[src/core/irq_ctrl_pkg.sv]
// Constants, offsets and carrier types of the interrupt enable controller
package irq_ctrl_pkg;
   // Register indexes; byte address is four times the index
   localparam logic [11:0] IDX_PA_PEND = 12'hfc3;
   localparam logic [11:0] IDX_PA_ENH = 12'hfc4;
   localparam logic [11:0] IDX_PA_ENL = 12'hfc5;
   localparam logic [11:0] IDX_PC_PEND = 12'hfc6;
   localparam logic [11:0] IDX_PC_ENH = 12'hfc7;
   localparam logic [11:0] IDX_PC_ENL = 12'hfc8;
   localparam logic [11:0] IDX_EDGE = 12'hfcd;
   localparam logic [11:0] IDX_SHARED = 12'hfce;
   localparam logic [11:0] IDX_CTL = 12'hfcf;
   // Field positions
   localparam int GIE_BIT = 7;
   localparam int PIN6_SEL_BIT = 6;
   localparam int SHARED_PIN = 6;
   // Source counts: port A pins first, then port C pins
   localparam int NUM_A = 8;
   localparam int NUM_C = 4;
   localparam int NUM_SRC = 12;
   // Reset values
   localparam logic [7:0] RST_BYTE = 8'h00;
   localparam logic [11:0] RST_SRC = 12'h000;
   localparam logic RST_BIT = 1'b0;
   // Two-bit enable and priority encoding
   typedef enum logic [1:0] {
      LVL_OFF = 2'b00,
      LVL_LOW = 2'b01,
      LVL_NOM = 2'b10,
      LVL_HIGH = 2'b11
   } prio_level_t;
   // Bus slave states, Gray coded
   typedef enum logic [1:0] {
      BUS_IDLE = 2'b00,
      BUS_ACK = 2'b01
   } bus_state_t;
   // Request presented to the core
   typedef struct packed {
      logic valid;
      logic [1:0] level;
      logic [3:0] source;
   } irq_req_t;
endpackage

[src/core/irq_enable_ctrl.sv]
// Enable, priority, edge and master enable logic of the interrupt controller
`timescale 1ns/1ps
// Notes on behaviour
// RULE1: Port A pin gets level from high/low enable bit pair, 00 off.
// RULE2: Port C pins use the same two-bit level encoding per bit.
// RULE3: Port A pair has eight bits; bit 6 governs the shared source.
// RULE4: Port C enables exist in low nibble only; upper bits stay zero.
// RULE5: Edge bit 0 requests on falling edge, 1 on rising edge.
// RULE6: Shared select bit 6 picks pin 6 when 0, comparator when 1.
// RULE7: Software disables the shared request before changing its source.
// RULE8: Control bit 7 is master enable; bits 6 to 0 read zero.
// RULE9: Master enable set by enable, return instruction or write of one.
// RULE10: Master enable cleared by disable, core acknowledge, reset, write zero.
// RULE11: Requests set pending bits; forwarded only while master enable set.
// RULE12: Highest pending enabled level goes first; lower index wins ties.
module irq_enable_ctrl (
   input wire logic clk,
   input wire logic srst,
   input wire logic wb_cyc_i,
   input wire logic wb_stb_i,
   input wire logic wb_we_i,
   input wire logic [15:0] wb_adr_i,
   input wire logic [3:0] wb_sel_i,
   input wire logic [31:0] wb_dat_i,
   output logic [31:0] wb_dat_o,
   output logic wb_ack_o,
   input wire logic [7:0] port_a_pin_input,
   input wire logic [3:0] port_c_pin_input,
   input wire logic comparator_out,
   input wire logic enable_interrupts_instruction,
   input wire logic disable_interrupts_instruction,
   input wire logic interrupt_return_instruction,
   input wire logic cpu_irq_ack,
   output irq_ctrl_pkg::irq_req_t irq_o
);
   irq_ctrl_pkg::bus_state_t bus_state_r;
   irq_ctrl_pkg::bus_state_t bus_state_nxt;
   logic [31:0] dat_r;
   logic [31:0] dat_nxt;
   logic [11:0] pend_r;
   logic [11:0] pend_nxt;
   logic [11:0] en_high_r;
   logic [11:0] en_high_nxt;
   logic [11:0] en_low_r;
   logic [11:0] en_low_nxt;
   logic [7:0] edge_polarity_r;
   logic [7:0] edge_polarity_nxt;
   logic pin6_comparator_choice_r;
   logic pin6_comparator_choice_nxt;
   logic gie_r;
   logic gie_nxt;
   irq_ctrl_pkg::irq_req_t irq_r;
   irq_ctrl_pkg::irq_req_t irq_nxt;
   logic [11:0] src_sig;
   logic [11:0] rise_sel;
   logic [11:0] req;
   logic [11:0] idx;
   logic sel_ok;
   logic bus_req;
   logic wr_en;
   logic [7:0] wbyte;
   logic [7:0] rbyte;

   // Decode: word index in address bits 13:2, low byte lane carries data
   assign idx = wb_adr_i[13:2];
   assign sel_ok = (wb_adr_i[15:14] == 2'b00);
   assign bus_req = wb_cyc_i & wb_stb_i;
   assign wbyte = wb_dat_i[7:0];
   // Write lands on the acking edge, when the master sees ack
   assign wr_en = bus_req & wb_we_i & wb_ack_o & wb_sel_i[0] & sel_ok;

   // Source routing; pin 6 is shared with the comparator
   always_comb begin
      src_sig = {port_c_pin_input, port_a_pin_input};
      // A source switch can itself look like an edge; see RULE7
      src_sig[irq_ctrl_pkg::SHARED_PIN] = pin6_comparator_choice_r ?
         comparator_out : port_a_pin_input[irq_ctrl_pkg::SHARED_PIN]; // see RULE6
      // Port C pins reuse the low four polarity bits
      rise_sel = {edge_polarity_r[3:0], edge_polarity_r}; // see RULE5
   end

   edge_req u_edge (
      .clk(clk),
      .srst(srst),
      .sig_in(src_sig),
      .rise_sel(rise_sel),
      .req(req)
   );

   // Bus slave: ack one cycle after request, dropped the cycle after
   always_comb begin
      bus_state_nxt = irq_ctrl_pkg::BUS_IDLE;
      case (bus_state_r)
         irq_ctrl_pkg::BUS_IDLE: begin
            if (bus_req) begin
               bus_state_nxt = irq_ctrl_pkg::BUS_ACK;
            end
         end
         irq_ctrl_pkg::BUS_ACK: begin
            bus_state_nxt = irq_ctrl_pkg::BUS_IDLE;
         end
         default: begin
            bus_state_nxt = irq_ctrl_pkg::BUS_IDLE;
         end
      endcase
   end
   assign wb_ack_o = (bus_state_r == irq_ctrl_pkg::BUS_ACK);

   // Read mux; reserved and unmapped bits read as zero
   always_comb begin
      rbyte = 8'h00;
      if (sel_ok) begin
         case (idx)
            irq_ctrl_pkg::IDX_PA_PEND: rbyte = pend_r[7:0];
            irq_ctrl_pkg::IDX_PA_ENH: rbyte = en_high_r[7:0]; // see RULE3
            irq_ctrl_pkg::IDX_PA_ENL: rbyte = en_low_r[7:0]; // see RULE3
            irq_ctrl_pkg::IDX_PC_PEND: rbyte = {4'h0, pend_r[11:8]};
            irq_ctrl_pkg::IDX_PC_ENH: rbyte = {4'h0, en_high_r[11:8]}; // see RULE4
            irq_ctrl_pkg::IDX_PC_ENL: rbyte = {4'h0, en_low_r[11:8]}; // see RULE4
            irq_ctrl_pkg::IDX_EDGE: rbyte = edge_polarity_r;
            irq_ctrl_pkg::IDX_SHARED: rbyte = {1'b0, pin6_comparator_choice_r,
               6'h00};
            irq_ctrl_pkg::IDX_CTL: rbyte = {gie_r, 7'h00}; // see RULE8
            default: rbyte = 8'h00;
         endcase
      end
   end

   // Read data captured in the request cycle, held through ack
   always_comb begin
      dat_nxt = dat_r;
      if (bus_req && !wb_ack_o) begin
         dat_nxt = {24'h000000, rbyte};
      end
   end
   assign wb_dat_o = dat_r;

   // Configuration registers
   always_comb begin
      en_high_nxt = en_high_r;
      en_low_nxt = en_low_r;
      edge_polarity_nxt = edge_polarity_r;
      pin6_comparator_choice_nxt = pin6_comparator_choice_r;
      if (wr_en) begin
         case (idx)
            irq_ctrl_pkg::IDX_PA_ENH: en_high_nxt[7:0] = wbyte; // see RULE3
            irq_ctrl_pkg::IDX_PA_ENL: en_low_nxt[7:0] = wbyte; // see RULE3
            // Upper nibble has no storage, so it stays zero; see RULE4
            irq_ctrl_pkg::IDX_PC_ENH: en_high_nxt[11:8] = wbyte[3:0];
            irq_ctrl_pkg::IDX_PC_ENL: en_low_nxt[11:8] = wbyte[3:0];
            irq_ctrl_pkg::IDX_EDGE: edge_polarity_nxt = wbyte; // see RULE5
            irq_ctrl_pkg::IDX_SHARED: pin6_comparator_choice_nxt =
               wbyte[irq_ctrl_pkg::PIN6_SEL_BIT]; // see RULE6
            default: begin
            end
         endcase
      end
   end

   // Pending bits: software writes, ack clears, a new request wins
   always_comb begin
      pend_nxt = pend_r;
      if (wr_en && idx == irq_ctrl_pkg::IDX_PA_PEND) begin
         pend_nxt[7:0] = wbyte;
      end
      if (wr_en && idx == irq_ctrl_pkg::IDX_PC_PEND) begin
         pend_nxt[11:8] = wbyte[3:0];
      end
      if (cpu_irq_ack && irq_r.valid) begin
         pend_nxt[irq_r.source] = 1'b0;
      end
      pend_nxt = pend_nxt | req; // see RULE11
   end

   // Master enable; a set in the same cycle as a clear wins
   always_comb begin
      gie_nxt = gie_r;
      if (disable_interrupts_instruction || cpu_irq_ack) begin
         gie_nxt = 1'b0; // see RULE10
      end
      if (wr_en && idx == irq_ctrl_pkg::IDX_CTL) begin
         gie_nxt = wbyte[irq_ctrl_pkg::GIE_BIT]; // see RULE9
      end
      if (enable_interrupts_instruction || interrupt_return_instruction) begin
         gie_nxt = 1'b1; // see RULE9
      end
   end

   // Priority pick: strict compare keeps the lowest index on a tie
   always_comb begin
      logic [1:0] lvl;
      lvl = irq_ctrl_pkg::LVL_OFF;
      irq_nxt = '0;
      for (int i = 0; i < irq_ctrl_pkg::NUM_SRC; i++) begin
         lvl = {en_high_r[i], en_low_r[i]}; // see RULE1, see RULE2
         if (pend_r[i] && lvl > irq_nxt.level) begin // see RULE12
            irq_nxt.level = lvl;
            irq_nxt.source = 4'(i);
         end
      end
      // Held off while disabled or while the core is acknowledging
      irq_nxt.valid = gie_r && !cpu_irq_ack &&
         irq_nxt.level != irq_ctrl_pkg::LVL_OFF; // see RULE11
   end
   assign irq_o = irq_r;

   // State registers
   always_ff @(posedge clk) begin
      if (srst) begin
         bus_state_r <= irq_ctrl_pkg::BUS_IDLE;
         dat_r <= 32'h00000000;
         pend_r <= irq_ctrl_pkg::RST_SRC;
         en_high_r <= irq_ctrl_pkg::RST_SRC;
         en_low_r <= irq_ctrl_pkg::RST_SRC;
         edge_polarity_r <= irq_ctrl_pkg::RST_BYTE;
         pin6_comparator_choice_r <= irq_ctrl_pkg::RST_BIT;
         gie_r <= irq_ctrl_pkg::RST_BIT; // see RULE10
         irq_r <= '0;
      end else begin
         bus_state_r <= bus_state_nxt;
         dat_r <= dat_nxt;
         pend_r <= pend_nxt;
         en_high_r <= en_high_nxt;
         en_low_r <= en_low_nxt;
         edge_polarity_r <= edge_polarity_nxt;
         pin6_comparator_choice_r <= pin6_comparator_choice_nxt;
         gie_r <= gie_nxt;
         irq_r <= irq_nxt;
      end
   end
endmodule // irq_enable_ctrl

[src/core/edge_req.sv]
// Per-source edge detector with selectable polarity
`timescale 1ns/1ps
module edge_req (
   input wire logic clk,
   input wire logic srst,
   input wire logic [11:0] sig_in,
   input wire logic [11:0] rise_sel,
   output logic [11:0] req
);
   logic [11:0] prev_r;
   logic [11:0] prev_nxt;
   logic primed_r;
   logic primed_nxt;

   // Previous sample; primed blocks a false edge right after reset
   always_comb begin
      prev_nxt = sig_in;
      primed_nxt = 1'b1;
   end

   always_ff @(posedge clk) begin
      if (srst) begin
         prev_r <= irq_ctrl_pkg::RST_SRC;
         primed_r <= irq_ctrl_pkg::RST_BIT;
      end else begin
         prev_r <= prev_nxt;
         primed_r <= primed_nxt;
      end
   end

   // One detector per source
   genvar g;
   generate
      for (g = 0; g < irq_ctrl_pkg::NUM_SRC; g++) begin : g_det
         assign req[g] = primed_r & (rise_sel[g] ? // see RULE5
            (sig_in[g] & ~prev_r[g]) : (~sig_in[g] & prev_r[g]));
      end
   endgenerate
endmodule // edge_req

[config.mk]
export PLATFORM = sky130hd
export DESIGN_NAME = irq_enable_ctrl
export DESIGN_NICKNAME = d
export VERILOG_FILES = /design/src/core/irq_ctrl_pkg.sv /design/src/core/irq_enable_ctrl.sv /design/src/core/edge_req.sv
export SDC_FILE = /design/constraint.sdc
export NUM_CORES = 1
export LEC_CHECK = 0
export BUFFER_PORTS_ARGS = -buffer_cell sky130_fd_sc_hd__clkbuf_2
export CAP_MARGIN = 20
export CORE_MARGIN = 2
export CORE_UTILIZATION = 50
export CTS_BUF_LIST = sky130_fd_sc_hd__clkbuf_4
export DETAILED_ROUTE_END_ITERATION = 7
export PLACE_DENSITY = 0.84
export SLEW_MARGIN = 15
export SYNTH_ARGS = -nofsm -noshare
export SYNTH_HDL_FRONTEND = slang
export SYNTH_HIERARCHICAL = 1
export SYNTH_SLANG_ARGS = --single-unit
[constraint.sdc]
create_clock -name clk -period 12.7 [get_ports clk]
set_clock_uncertainty 0.05 [all_clocks]
set_input_delay 2.54 -clock clk [delete_from_list [all_inputs] [get_ports clk]]
set_output_delay 2.54 -clock clk [all_outputs]
set_load 0.01 [all_outputs]
---- After elaboration in Yosys (flattened, before gate mapping) ----
Index checks and enable logic that the tools add are counted.
W data, S select, Z words.
storage, ports and cells
  input bits .............................. 74
  register bits ........................... 76
  output and inout bits ................... 40
cells by class
  reduce and logical (&&, ||, !) cells .... 36
  equality and inequality tests ........... 10
  bitwise gates (word level) .............. 69
  $lt $le $gt $ge ......................... 14
  multiplexer cells ....................... 37
operators by type and width
  operator                number
  $eq A12 B12 Y1 const B  9
  $mux W6                 12
  $pmux W8 S9             1
  $and A1 B1 Y1           41
  $not A1 Y1              25
  $gt A2 B2 Y1            11
  $logic_and A1 B1 Y1     20
  $mux W1                 19
  $mux W8                 2
  $and A12 B12 Y12        1
  $mux W12                1
  $not A12 Y12            1
  $or A12 B12 Y12         1
  $reduce_and A2 Y1       6
  $lt A4 B5 Y1 const B    1
  $reduce_or A5 Y1        1
  $demux W1 S4            1
  $ge A4 B1 Y1 const B    1
  $logic_not A2 Y1        2
  $mux W4                 1
  $reduce_bool A3 Y1      1
  $eq A2 B1 Y1 const B    1
  $gt A2 B1 Y1 const B    1
  $logic_not A1 Y1        2
  3 further kinds         4

---- Logic depth before layout (Yosys ltp) ----
Gate-level depths: netlist of the first run.
  word-level depth ........................ 38
  mapped depth ............................ 70

---- Cells and area by module ----
Netlist of the first run, hierarchy kept.
by module, submodules not included
  module           area each (um^2)  sequential area each (um^2)  cells each  instances
  irq_enable_ctrl  3837.4            1241.2                       469         1
  edge_req         660.6             260.2                        65          1

---- Least setup slack after synthesis of the first run ----
OpenSTA, ideal clock, no wires.
  path kind ............................... register to register
  start point ............................. register pend_r[0]
  end point ............................... register irq_r (netlist bit irq_o[6])
  setup time .............................. 58 ps
  path buffers ............................ 0
  arrival ................................. 11280 ps
  path slack .............................. 1313 ps
  cell stages (with the launch flop) ...... 68
  data required time ...................... 12592 ps
  cell sequence ........................... dfxtp_1 -> nand2_1 -> ha_1 -> nor2b_4 -> o21a_4 -> nand2_1 -> nand2_1 -> ha_1 -> nor2_1 -> o21a_1 -> o211ai_1 -> and4_1 -> a21oi_1 -> ha_1 -> o32ai_1 -> a211o_1 -> and2_1 -> inv_1 -> [... 32 more ...] -> nor2_1 -> o2111a_1 -> o21ai_1 -> o21a_1 -> a21oi_1 -> o21bai_4 -> ha_1 -> nor2_1 -> maj3_2 -> nand2_2 -> mux2_2 -> ha_1 -> nand2_1 -> o211ai_1 -> and2_1 -> a2111o_1 -> o41ai_1 -> a21o_1
between the ends
  cells in the longest elaborated chain, start to end .. 37
ends and longest elaborated chain
  what                    line                    RTL
  start, declared         irq_enable_ctrl.sv:40   logic [11:0] pend_r;
  start signal, assigned  irq_enable_ctrl.sv:212  pend_r <= irq_ctrl_pkg::RST_SRC;
  start signal, assigned  irq_enable_ctrl.sv:222  pend_r <= pend_nxt;
  $logic_and A1 B1 Y1 *   irq_enable_ctrl.sv:196  if (pend_r[i] && lvl > irq_nxt.level) begin
  $mux W6 *               irq_enable_ctrl.sv:196
  $gt A2 B2 Y1            irq_enable_ctrl.sv:196
  $logic_and A1 B1 Y1     irq_enable_ctrl.sv:196
  $mux W6 *               irq_enable_ctrl.sv:196
  $gt A2 B2 Y1            irq_enable_ctrl.sv:196
  $logic_and A1 B1 Y1     irq_enable_ctrl.sv:196
  $mux W6 *               irq_enable_ctrl.sv:196
  [... 21 more ...]       --
  $gt A2 B2 Y1            irq_enable_ctrl.sv:196
  $logic_and A1 B1 Y1     irq_enable_ctrl.sv:196
  $mux W6 *               irq_enable_ctrl.sv:196
  $gt A2 B2 Y1            irq_enable_ctrl.sv:196
  $logic_and A1 B1 Y1     irq_enable_ctrl.sv:196
  $mux W6 *               irq_enable_ctrl.sv:196
  $reduce_bool A2 Y1 *    irq_enable_ctrl.sv:203  irq_nxt.level != irq_ctrl_pkg::LVL_OFF;
  $logic_and A1 B1 Y1 *   irq_enable_ctrl.sv:202  irq_nxt.valid = gie_r && !cpu_irq_ack &&
  end signal, assigned    irq_enable_ctrl.sv:228  irq_r <= irq_nxt;
  end, declared           irq_enable_ctrl.sv:52   irq_ctrl_pkg::irq_req_t irq_r;
Mark *: on every way between the ends. The rest lies on a longest branch, timed or not.
A chain may end at the register's enable or synchronous reset.

---- Final worst setup path of the first run ----
Same ends and word-level chain as after synthesis.

==> flow_summary.toml, run 1 <==
[sta]
max-slew-margin-rel_pct = 43.1
timing.hold.ws_ns = 0.433
setup_viol = 0
period_needed_ns = 11.94
fin_crit_sh_pct = 94.0
slew_viol_final = 0
finalWorstSetupSlack_ns = 0.758
hold_viol = 0
fmax_mhz = 83.7
tightest_slew_ns = 0.849

[floorplanning]
start_util_pct = 51.6
rows = 34
dieArea_um2 = 9770
num_io_pins = 114
die_y_um = 98.8
core_um2 = 8720
die_w_um = 98.8

[setup_path]
startpoint_type = "register"
cpPeakStageDelay_ns = 0.39
worstReg2RegStart = "pend_r[0]$_SDFF_PP0_"
cp_max_fo = 6
crit_arrival_ns = 12.27
cpMaxStageDelayCell = "dfxtp_2"
critPathRequiredTime_ns = 13.03
startpoint = "pend_r[0]$_SDFF_PP0_"
path_common_cell = "ha_1"
r2r_cells = 70
cp-end-kind = "register"
critPathKind = "reg -> reg"

[power]
irDropWorstVdd_mv = 0.0679
p_leak_nw = 2.08
p_per_area_nw_per_um2 = 80.7

[synthesis]
syn_area_um2 = 4500
avgSynthCellArea_um2 = 8.42
synthArstFlopShare_pct = 0
synthCells = 534
synth_cell_types = 72
synth_xor_area_share_pct = 0
synth-compound-area-share_pct = 17.6
ys.flop_type = "dfxtp_1"
synthSimpleGateAreaFrac_pct = 28.1
synth_top_family_by_area = "simple AND/OR/NAND/NOR gates"
synth_seq_area_share_pct = 33.4
synthAdderAreaFrac_pct = 4.37
yosysWarnings = 6
yosys_register_bits = 75
synth_edf_count = 0
muxShareOfSynthArea_pct = 8.96

[global_route]
grt_usage_pct = 23.9
grt_max_degree = 77
antenna_found_initial = 0
grt-ovfl-total = 0
grt_pass1_vias = 3910
grt_pass1_wl_mm = 18.8

[drt]
post_drt_wl_per_cell_um = 16.4
dr.first_iter.drc_count = 460
wirelength_mm = 11.7
via_per_inst = 5.96
drt-pass1-iter-count = 7
antenna_left = 0
vias = 4238
drc = 0

[cts]
cts_tree = "done"
insertion_delay_ns = 0.43
cts-htree-levels = 3
cts_inserted_buffers = 9
clockBufferDepth = 2
clockRootBuffer = "clkbuf_4"
hold_buffers = 0
path_clk_slew_ns = 0.12
cts.sinks = 75

[place]
hpwl_mm = 8.86
numPortBuffers = 60
gp_congestion = 0.991
pre_cts_slack_ns = 0.168
place_area_um2 = 4770
dp_cells = 687

[hold_path]
hp-start = "en_low_r[2]$_SDFFE_PP0P_"
hp-class = "reg -> reg"
min_delay_path_depth = 2

[run_status]
status = "finished, final reports clean"

[finish]
antennaDiodeCount = 0
area_delta_synth_final_pct = 10.7
final_cell_area_um2 = 4980
instances_no_fill = 711
fillCellCount = 768
fin_nets = 685
drive_gt1_share_pct = 19.7

[run]
maxCapViolations = 0
-- report_power, final --
group / total (mW) / leakage (nW) / switching, mW / internal, mW
combinational: 0.0300 / 1.41 / 0.0187 / 0.0113
clock: 0.128 / 0.0604 / 0.0856 / 0.0424
sequential: 0.244 / 0.610 / 0.00453 / 0.239
-- cell usage after synthesis (3+ instances only) --
master	instances	area share [%]
maj3_2	3	0.75
a21oi_1	25	2.8
nand4bb_1	12	3.0
and3_1	4	0.56
ha_1	13	3.6
inv_1	16	1.3
a31oi_1	6	0.83
nand2_1	58	4.8
a22o_1	3	0.58
o21ai_0	5	0.56
nor3_1	5	0.56
buf_4	24	4.0
nand3_1	18	2.0
clkbuf_1	11	0.92
nand4b_1	12	2.3
nand4_1	8	1.1
mux2i_1	38	8.5
o21a_1	3	0.50
dfxtp_1	75	33
and4_1	3	0.58
nor2_1	87	7.3
a222oi_1	8	1.8
a22oi_1	13	2.2
a21o_1	3	0.50
o211ai_1	4	0.67
and2_1	7	0.97
nor2b_1	17	2.4
-- kinds of logic (layout without fill, tap and decap cells) --
family	count (synthesis)	in the layout
buf+inv	59	105
compound gates	98	98
fa+ha+maj	16	16
flops	75	75
simple gates	245	245
mux	40	40
other cells	1	24
-- critical path, delay by kind of cell (launching register included) --
kind	cells	cell delay, ns
AOI/OAI and AO/OA	29	4.79
DFF	1	0.39
buffers and inverters	2	0.21
muxes	1	0.34
and+or+nand+nor	24	2.25
adders and majority gates	14	3.85
-- worst paths after layout --
check	endpoint	slack, ns
setup / recovery	irq_o[6]$_SDFF_PP0_	0.76
hold reg to reg	en_low_r[2]$_SDFFE_PP0P_	0.43
setup reg to reg	irq_o[6]$_SDFF_PP0_	0.76
hold / removal	en_low_r[2]$_SDFFE_PP0P_	0.43
-- cells in the final DEF, fill, tap and decap left out, types with 13 or more instances in the layout --
cell type / netlist / final
a21oi_1: 25 / 25
nand3_1: 18 / 18
inv_1: 16 / 16
a22oi_1: 13 / 13
ha_1: 13 / 13
clkbuf_2: 1 / 60
conb_1: 1 / 24
nor2_1: 87 / 85
dfxtp_1: 75 / 73
nor2b_1: 17 / 17
nand2_1: 58 / 56
mux2i_1: 38 / 38
-- per-layer routing --
metal	global-route usage [%]	part of all wire (%)
met3	6.10	8.5
met1	30.0	41
met2	40.2	47
met4	7.90	3.4
met5	0	0
-- timing repair --
action / CTS / global route
gates resized for setup: 0 / 11
endpoints found under the setup margin: 0 / 7
setup buffers: 0 / 8
-- stage by stage --
stage               power [mW]  TNS [ns]  util [%]
finish                   0.402         0      57.1
global route             0.416    -0.108      57.1
CTS                      0.403         0      56.1
detailed placement       0.278         0      54.7
global placement         0.277         0      54.7
floorplan                0.271         0         -
-- state kept, by name, indices dropped and copies added (netlist names) --
| name | count |
|---|---|
| irq_o | 7 |
| gie_r | 1 |
| en_low_r | 12 |
| pin6_comparator_choice_r | 1 |
| en_high_r | 12 |
| edge_polarity_r | 8 |
| u_edge/prev_r | 12 |
| bus_state_r | 1 |
| wb_dat_o | 8 |
| pend_r | 12 |
| u_edge/primed_r | 1 |
-- cell type report --
class                      count  area, um2  area share (%)
multi-input combinational    423       2770            55.6
sequential                    75       1500            30.2
timing repair buffer          72        390            7.84
tap                          108        135            2.71
clock buffer                  10       75.1            1.51
inverter                      17       63.8            1.28
clock inverter                 6       41.3           0.829
Power figures use the tool's default switching activity.
==> run 2: changes to the inputs <==
- CORE_ASPECT_RATIO: unset -> 0.6
- SLEW_MARGIN: 15 -> unset
- SYNTH_HIERARCHICAL: 1 -> unset
==> flow_summary.toml, run 2 <==
[cts]
cts.sinks = 75
path_clk_slew_ns = 0.13
cts_tree = "done"
clockBufferDepth = 2
insertion_delay_ns = 0.45
cts-htree-levels = 3
cts_inserted_buffers = 9
clockRootBuffer = "clkbuf_4"

[sta]
setup_viol = 0
tightest_slew_ns = 1.09
setup_tns_ns = 0
max-slew-margin-rel_pct = 27.0
slew_viol_final = 0
hold_viol = 0
fmax_mhz = 81.7
period_needed_ns = 12.23
finalWorstSetupSlack_ns = 0.466
fin_crit_sh_pct = 96.3

[setup_path]
startpoint_type = "register"
cpPeakStageDelay_ns = 0.39
critPathKind = "reg -> reg"
path_common_cell = "ha_1"
crit_arrival_ns = 12.55
cpMaxStageDelayCell = "o32a_1"
cp-end-kind = "register"
critical_path.top_delay_family = "compound AO/OA/AOI/OAI gates"
startpoint = "en_high_r[0]$_SDFFE_PP0P_"
crit_path_end = "irq_o[6]$_SDFF_PP0_"
critPathRequiredTime_ns = 13.01
worstReg2RegStart = "en_high_r[0]$_SDFFE_PP0P_"
cp_max_fo = 5
path_depth = 73
reg2reg_slack_ns = 0.47
path_buf_inv = 7
reg2reg_to = "irq_o[6]$_SDFF_PP0_"
r2r_cells = 73

[place]
pre_cts_slack_ns = -0.0210
numPortBuffers = 60
hpwl_mm = 9.76
gp_congestion = 0.898
place_area_um2 = 4730

[floorplanning]
die_w_um = 124
core_um2 = 8460
num_io_pins = 114
start_util_pct = 51.1
dieArea_um2 = 9430
die_y_um = 76.0
rows = 26

[synthesis]
yosysMostFrequentCell = "nand2_1"
yosys_register_bits = 75
ys.flop_type = "dfxtp_1"
synthAdderAreaFrac_pct = 4.25
synth_top_area_share_pct = 34.7
muxShareOfSynthArea_pct = 6.28
synth_cell_types = 64
synthCells = 548
yosys.area.top_type = "dfxtp_1"
synthArstFlopShare_pct = 0
yosysWarnings = 0
synth_top_family_by_area = "simple AND/OR/NAND/NOR gates"
avgSynthCellArea_um2 = 7.89
synth_seq_area_share_pct = 34.7
syn_area_um2 = 4320
yosys-top-cells-count = "nand2_1 (86), dfxtp_1 (75), nor2_1 (69)"
synth_xor_area_share_pct = 0
synth_edf_count = 0
yosys-top-cells-area = "dfxtp_1 (35%), nand2_1 (7.5%), mux2i_1 (6.0%)"
synth-compound-area-share_pct = 20.8
synthSimpleGateAreaFrac_pct = 26.6

[finish]
regArea_um2 = 1510
multi_input_area_um2 = 2750
final_cell_area_um2 = 5150
area_delta_synth_final_pct = 19.2
fillCellCount = 786
layout_common_cells = "nand2_1 (84), dfxtp_1 (74), nor2_1 (61), clkbuf_2 (60), buf_4 (32)"
fin_nets = 723
drive_gt1_share_pct = 23.9
final_common_cell = "nand2_1"
antennaDiodeCount = 0

[drt]
antenna_left = 0
wirelength_mm = 13.3
vias = 4333
post_drt_wl_per_cell_um = 17.7
dr.first_iter.drc_count = 462
drt-pass1-iter-count = 5
drc = 0
via_per_inst = 5.76

[power]
irDropWorstVdd_mv = 0.0671
p_per_area_nw_per_um2 = 82.1
p_total_uw = 423
p_leak_nw = 2.05

[global_route]
grt_pass1_vias = 3791
grt_pass1_wl_mm = 20.0
antenna_found_initial = 0
grt-ovfl-total = 0
grt_usage_pct = 28.0
grt_max_degree = 75

[run]
maxCapViolations = 0

[run_status]
status = "finished, final reports clean"

[hold_path]
hp-class = "reg -> reg"
==> run 2: cell types whose count changed in the layout (fill, tap and decap cells not counted), sizes merged, moves of 7 or more <==
cell,previous run,this run
mux2i,38,26
nand3,18,11
nand2b,1,19
nor3,6,15
o21ai,7,22
nand4bb,12,0
nand2,60,86
o221ai,0,12
nor2,88,69
buf,12,33
a21oi,25,33
nand4b,12,1
==> run 2: per-stage QoR <==
stage                     hold WS, ns  std cells  utilization [%]
final                           0.457        752             60.9
after global routing            0.489        752             60.9
after CTS                       0.455        733             57.5
after detailed placement        0.434        718             55.9
after global placement          0.427        718             55.9
after floorplan                 0.398        571                -
==> run 2: cell families (layout without fill, tap and decap cells) <==
group           after synthesis  after routing
simple gates                245            245
compound gates              127            127
flops                        75             75
buf+inv                      58            127
mux                          27             27
fa+ha+maj                    15             15
other cells                   1             24
==> run 2: layout make-up <==
type                            instances  share of cell area (%)
Multi-Input combinational cell        438                    53.3
Inverter                               18                    1.31
Tap cell                              112                    2.72
Clock inverter                          6                    1.26
Sequential cell                        75                    29.2
Timing Repair Buffer                   94                    10.9
Clock buffer                            9                    1.31
==> run 2: where the power goes <==
part | total [mW] | switching (mW) | internal (mW)
registers | 0.243 | 0.00439 | 0.239
clock network | 0.149 | 0.0900 | 0.0593
logic | 0.0303 | 0.0197 | 0.0106
total | 0.423 | 0.114 | 0.309
==> run 2: worst min-delay path, stage by stage (launching register included) <==
cell,delay (ns)
dfxtp_1,0.36
nand2_1,0.06
a21oi_1,0.06
==> run 2: worst min-delay path by stage <==
stage                                               start                                    end  slack, ns  depth (start not counted)
CTS                 pin6_comparator_choice_r$_SDFFE_PP0P_  pin6_comparator_choice_r$_SDFFE_PP0P_       0.45                          2
detailed placement  pin6_comparator_choice_r$_SDFFE_PP0P_  pin6_comparator_choice_r$_SDFFE_PP0P_       0.43                          2
finish              pin6_comparator_choice_r$_SDFFE_PP0P_  pin6_comparator_choice_r$_SDFFE_PP0P_       0.46                          2
floorplan                         u_edge.primed_r$_DFF_P_                   pend_r[0]$_SDFF_PP0_       0.40                          2
global route        pin6_comparator_choice_r$_SDFFE_PP0P_  pin6_comparator_choice_r$_SDFFE_PP0P_       0.49                          2
global placement    pin6_comparator_choice_r$_SDFFE_PP0P_  pin6_comparator_choice_r$_SDFFE_PP0P_       0.43                          2
==> run 2: repair_timing <==
item                                    4_1_cts  5_1_grt
resized for setup                             2       36
gates cloned                                  0        0
setup buffers                                 0       17
endpoints found under the setup margin        1        7
hold endpoints to repair                      0        0
hold buffers                                  0        0
pin swaps                                     0       34
==> run 2: per-layer routing <==
| layer | part of all wire, % | GRT usage (%) |
|---|---|---|
| met5 | 0 | 0 |
| met1 | 47 | 43.3 |
| met3 | 9.9 | 7.63 |
| met2 | 43 | 38.6 |
| met4 | 0.95 | 5.17 |
==> run 3: changes to the inputs <==
- BUFFER_PORTS_ARGS: -buffer_cell sky130_fd_sc_hd__clkbuf_2 -> unset
- DONT_BUFFER_PORTS: unset -> 1
- PLACE_DENSITY: 0.84 -> 0.73
==> flow_summary.toml, run 3 (synthesis results as in run 2) <==
[setup_path]
reg2reg_slack_ns = 0.27
critPathRequiredTime_ns = 13.04
startpoint_type = "register"
crit_arrival_ns = 12.77
path_common_cell = "nor2_1"
cpMaxStageDelayCell = "o32a_1"
critPathKind = "reg -> reg"
crit_path_end = "irq_o[6]$_SDFF_PP0_"
worstReg2RegStart = "pend_r[0]$_SDFF_PP0_"
critical_path.top_delay_family = "compound AO/OA/AOI/OAI gates"
path_depth = 73
cp-end-kind = "register"
reg2reg_to = "irq_o[6]$_SDFF_PP0_"
path_buf_inv = 6
cpPeakStageDelay_ns = 0.39
startpoint = "pend_r[0]$_SDFF_PP0_"
cp_max_fo = 6
r2r_cells = 73

[sta]
timing.hold.ws_ns = 0.454
finalWorstSetupSlack_ns = 0.265
fmax_mhz = 80.4
max-slew-margin-rel_pct = 25.0
fin_crit_sh_pct = 97.9
slew_viol_final = 0
setup_viol = 0
hold_viol = 0
setup_tns_ns = 0
tightest_slew_ns = 1.12
period_needed_ns = 12.43

[power]
p_per_area_nw_per_um2 = 82.4
irDropWorstVdd_mv = 0.0599
p_clk_share_pct = 36.1
p_leak_nw = 1.77
p_seq_share_pct = 60.4
p_total_uw = 403
switchingPower_uw = 97.5
intPower_uw = 305
p_comb_share_pct = 3.4
p_sw_share_pct = 24.2

[drt]
antenna_left = 0
post_drt_wl_per_cell_um = 18.8
wl_met2_mm = 5.66
drt-pass1-iter-count = 7
dr.first_iter.drc_count = 494
top_layer_used = "met4"
wirelength_mm = 12.8
met3WireLength_mm = 1.39
drc = 0
vias = 4171
wl_met1_mm = 5.64
via_per_inst = 6.09

[global_route]
grt_max_degree = 75
grt_pass1_vias = 3677
grt_pass1_wl_mm = 19.0
antenna_found_initial = 0
grt_usage_pct = 26.4
grt-ovfl-total = 0

[finish]
antennaDiodeCount = 0
final_common_cell = "nand2_1"
instances_no_fill = 685
area_delta_synth_final_pct = 13.1
final_core_util_pct = 57.8
fillCellCount = 784
drive_gt1_share_pct = 16.2
fin_nets = 655
layout_common_cells = "nand2_1 (83), dfxtp_1 (73), nor2_1 (64), a21oi_1 (30)"
final_cell_area_um2 = 4890

[place]
numPortBuffers = 0
gp_congestion = 0.904
pre_cts_slack_ns = -0.134
hpwl_mm = 9.11
place_area_um2 = 4340
dp_cells = 648

[cts]
insertion_delay_ns = 0.44
hold_buffers = 0
clockRootBuffer = "clkbuf_4"
cts_inserted_buffers = 9
path_clk_slew_ns = 0.12
cts-htree-levels = 3
cts.sinks = 75
cts_tree = "done"
clockBufferDepth = 2

[floorplanning]
rows = 26
die_y_um = 76.0
num_io_pins = 114
die_w_um = 124
start_util_pct = 51.1
dieArea_um2 = 9430
core_um2 = 8460

[run_status]
status = "finished, final reports clean"

[run]
maxCapViolations = 0

[hold_path]
hp-class = "reg -> reg"
-- run 3: cell types whose count changed in the layout (fill, tap and decap cells not counted), moves of 2 or more --
cell	previous run	this run
buf_4	32	26
clkbuf_2	60	0
clkinv_2	1	3
clkinv_4	2	0
dfxtp_2	0	2
ha_1	10	6
ha_4	2	6
nor2_1	61	64
nor2_2	7	1
nor2_4	1	4
nor3_1	13	11
nor3_2	2	4
-- run 3: worst reg2reg max path: cells and delay by family (launching register included) --
kind | cells | cell delay [ns]
AND/OR/NAND/NOR | 25 | 2.35
AO/OA/AOI/OAI | 28 | 5.35
flip-flops | 1 | 0.37
multiplexers | 1 | 0.34
buffers and inverters | 6 | 0.61
adder cells (fa/ha/maj) | 13 | 3.29
-- run 3: how the worst min path moves through the flow --
| stage | startpoint | to | slack (ns) | cells past startpoint |
|---|---|---|---|---|
| after floorplan | u_edge.primed_r$_DFF_P_ | pend_r[0]$_SDFF_PP0_ | 0.40 | 2 |
| final | edge_polarity_r[6]$_SDFFE_PP0P_ | edge_polarity_r[6]$_SDFFE_PP0P_ | 0.45 | 2 |
| after detailed placement | edge_polarity_r[7]$_SDFFE_PP0P_ | edge_polarity_r[7]$_SDFFE_PP0P_ | 0.43 | 2 |
| after global placement | edge_polarity_r[7]$_SDFFE_PP0P_ | edge_polarity_r[7]$_SDFFE_PP0P_ | 0.42 | 2 |
| after global routing | pin6_comparator_choice_r$_SDFFE_PP0P_ | pin6_comparator_choice_r$_SDFFE_PP0P_ | 0.47 | 2 |
| after CTS | edge_polarity_r[7]$_SDFFE_PP0P_ | edge_polarity_r[7]$_SDFFE_PP0P_ | 0.45 | 2 |
-- run 3: layout make-up --
class                   instances  area, um2  area share (%)
inverters                      18       67.6            1.38
repair buffers                 26        195            3.99
multi-input cells             438       2850            58.3
well taps                     112        140            2.87
clock inverters                 6       56.3            1.15
flip-flops and latches         75       1500            30.8
clock buffers                  10       75.1            1.54
-- run 3: power by group through the flow --
stage	registers, mW	clock network, mW	logic [mW]
floorplan	0.246	0	0.0215
global placement	0.248	0	0.0132
detailed placement	0.248	0	0.0135
CTS	0.243	0.149	0.0136
global route	0.244	0.159	0.0160
finish	0.243	0.146	0.0139
-- run 3: routing by layer --
metal  vias to the layer above  global-route usage, %
met5                         -                      0
met4                         0                   7.30
met3                        17                   7.34
met2                       230                   37.5
met1                      1989                   38.8
li1                       1935                      -
-- run 3: repair_timing --
item | CTS | global route
pin swaps | 1 | 41
endpoints found under the hold margin | 0 | 0
setup endpoints to repair | 7 | 7
resized for setup | 5 | 48
setup buffers | 1 | 20
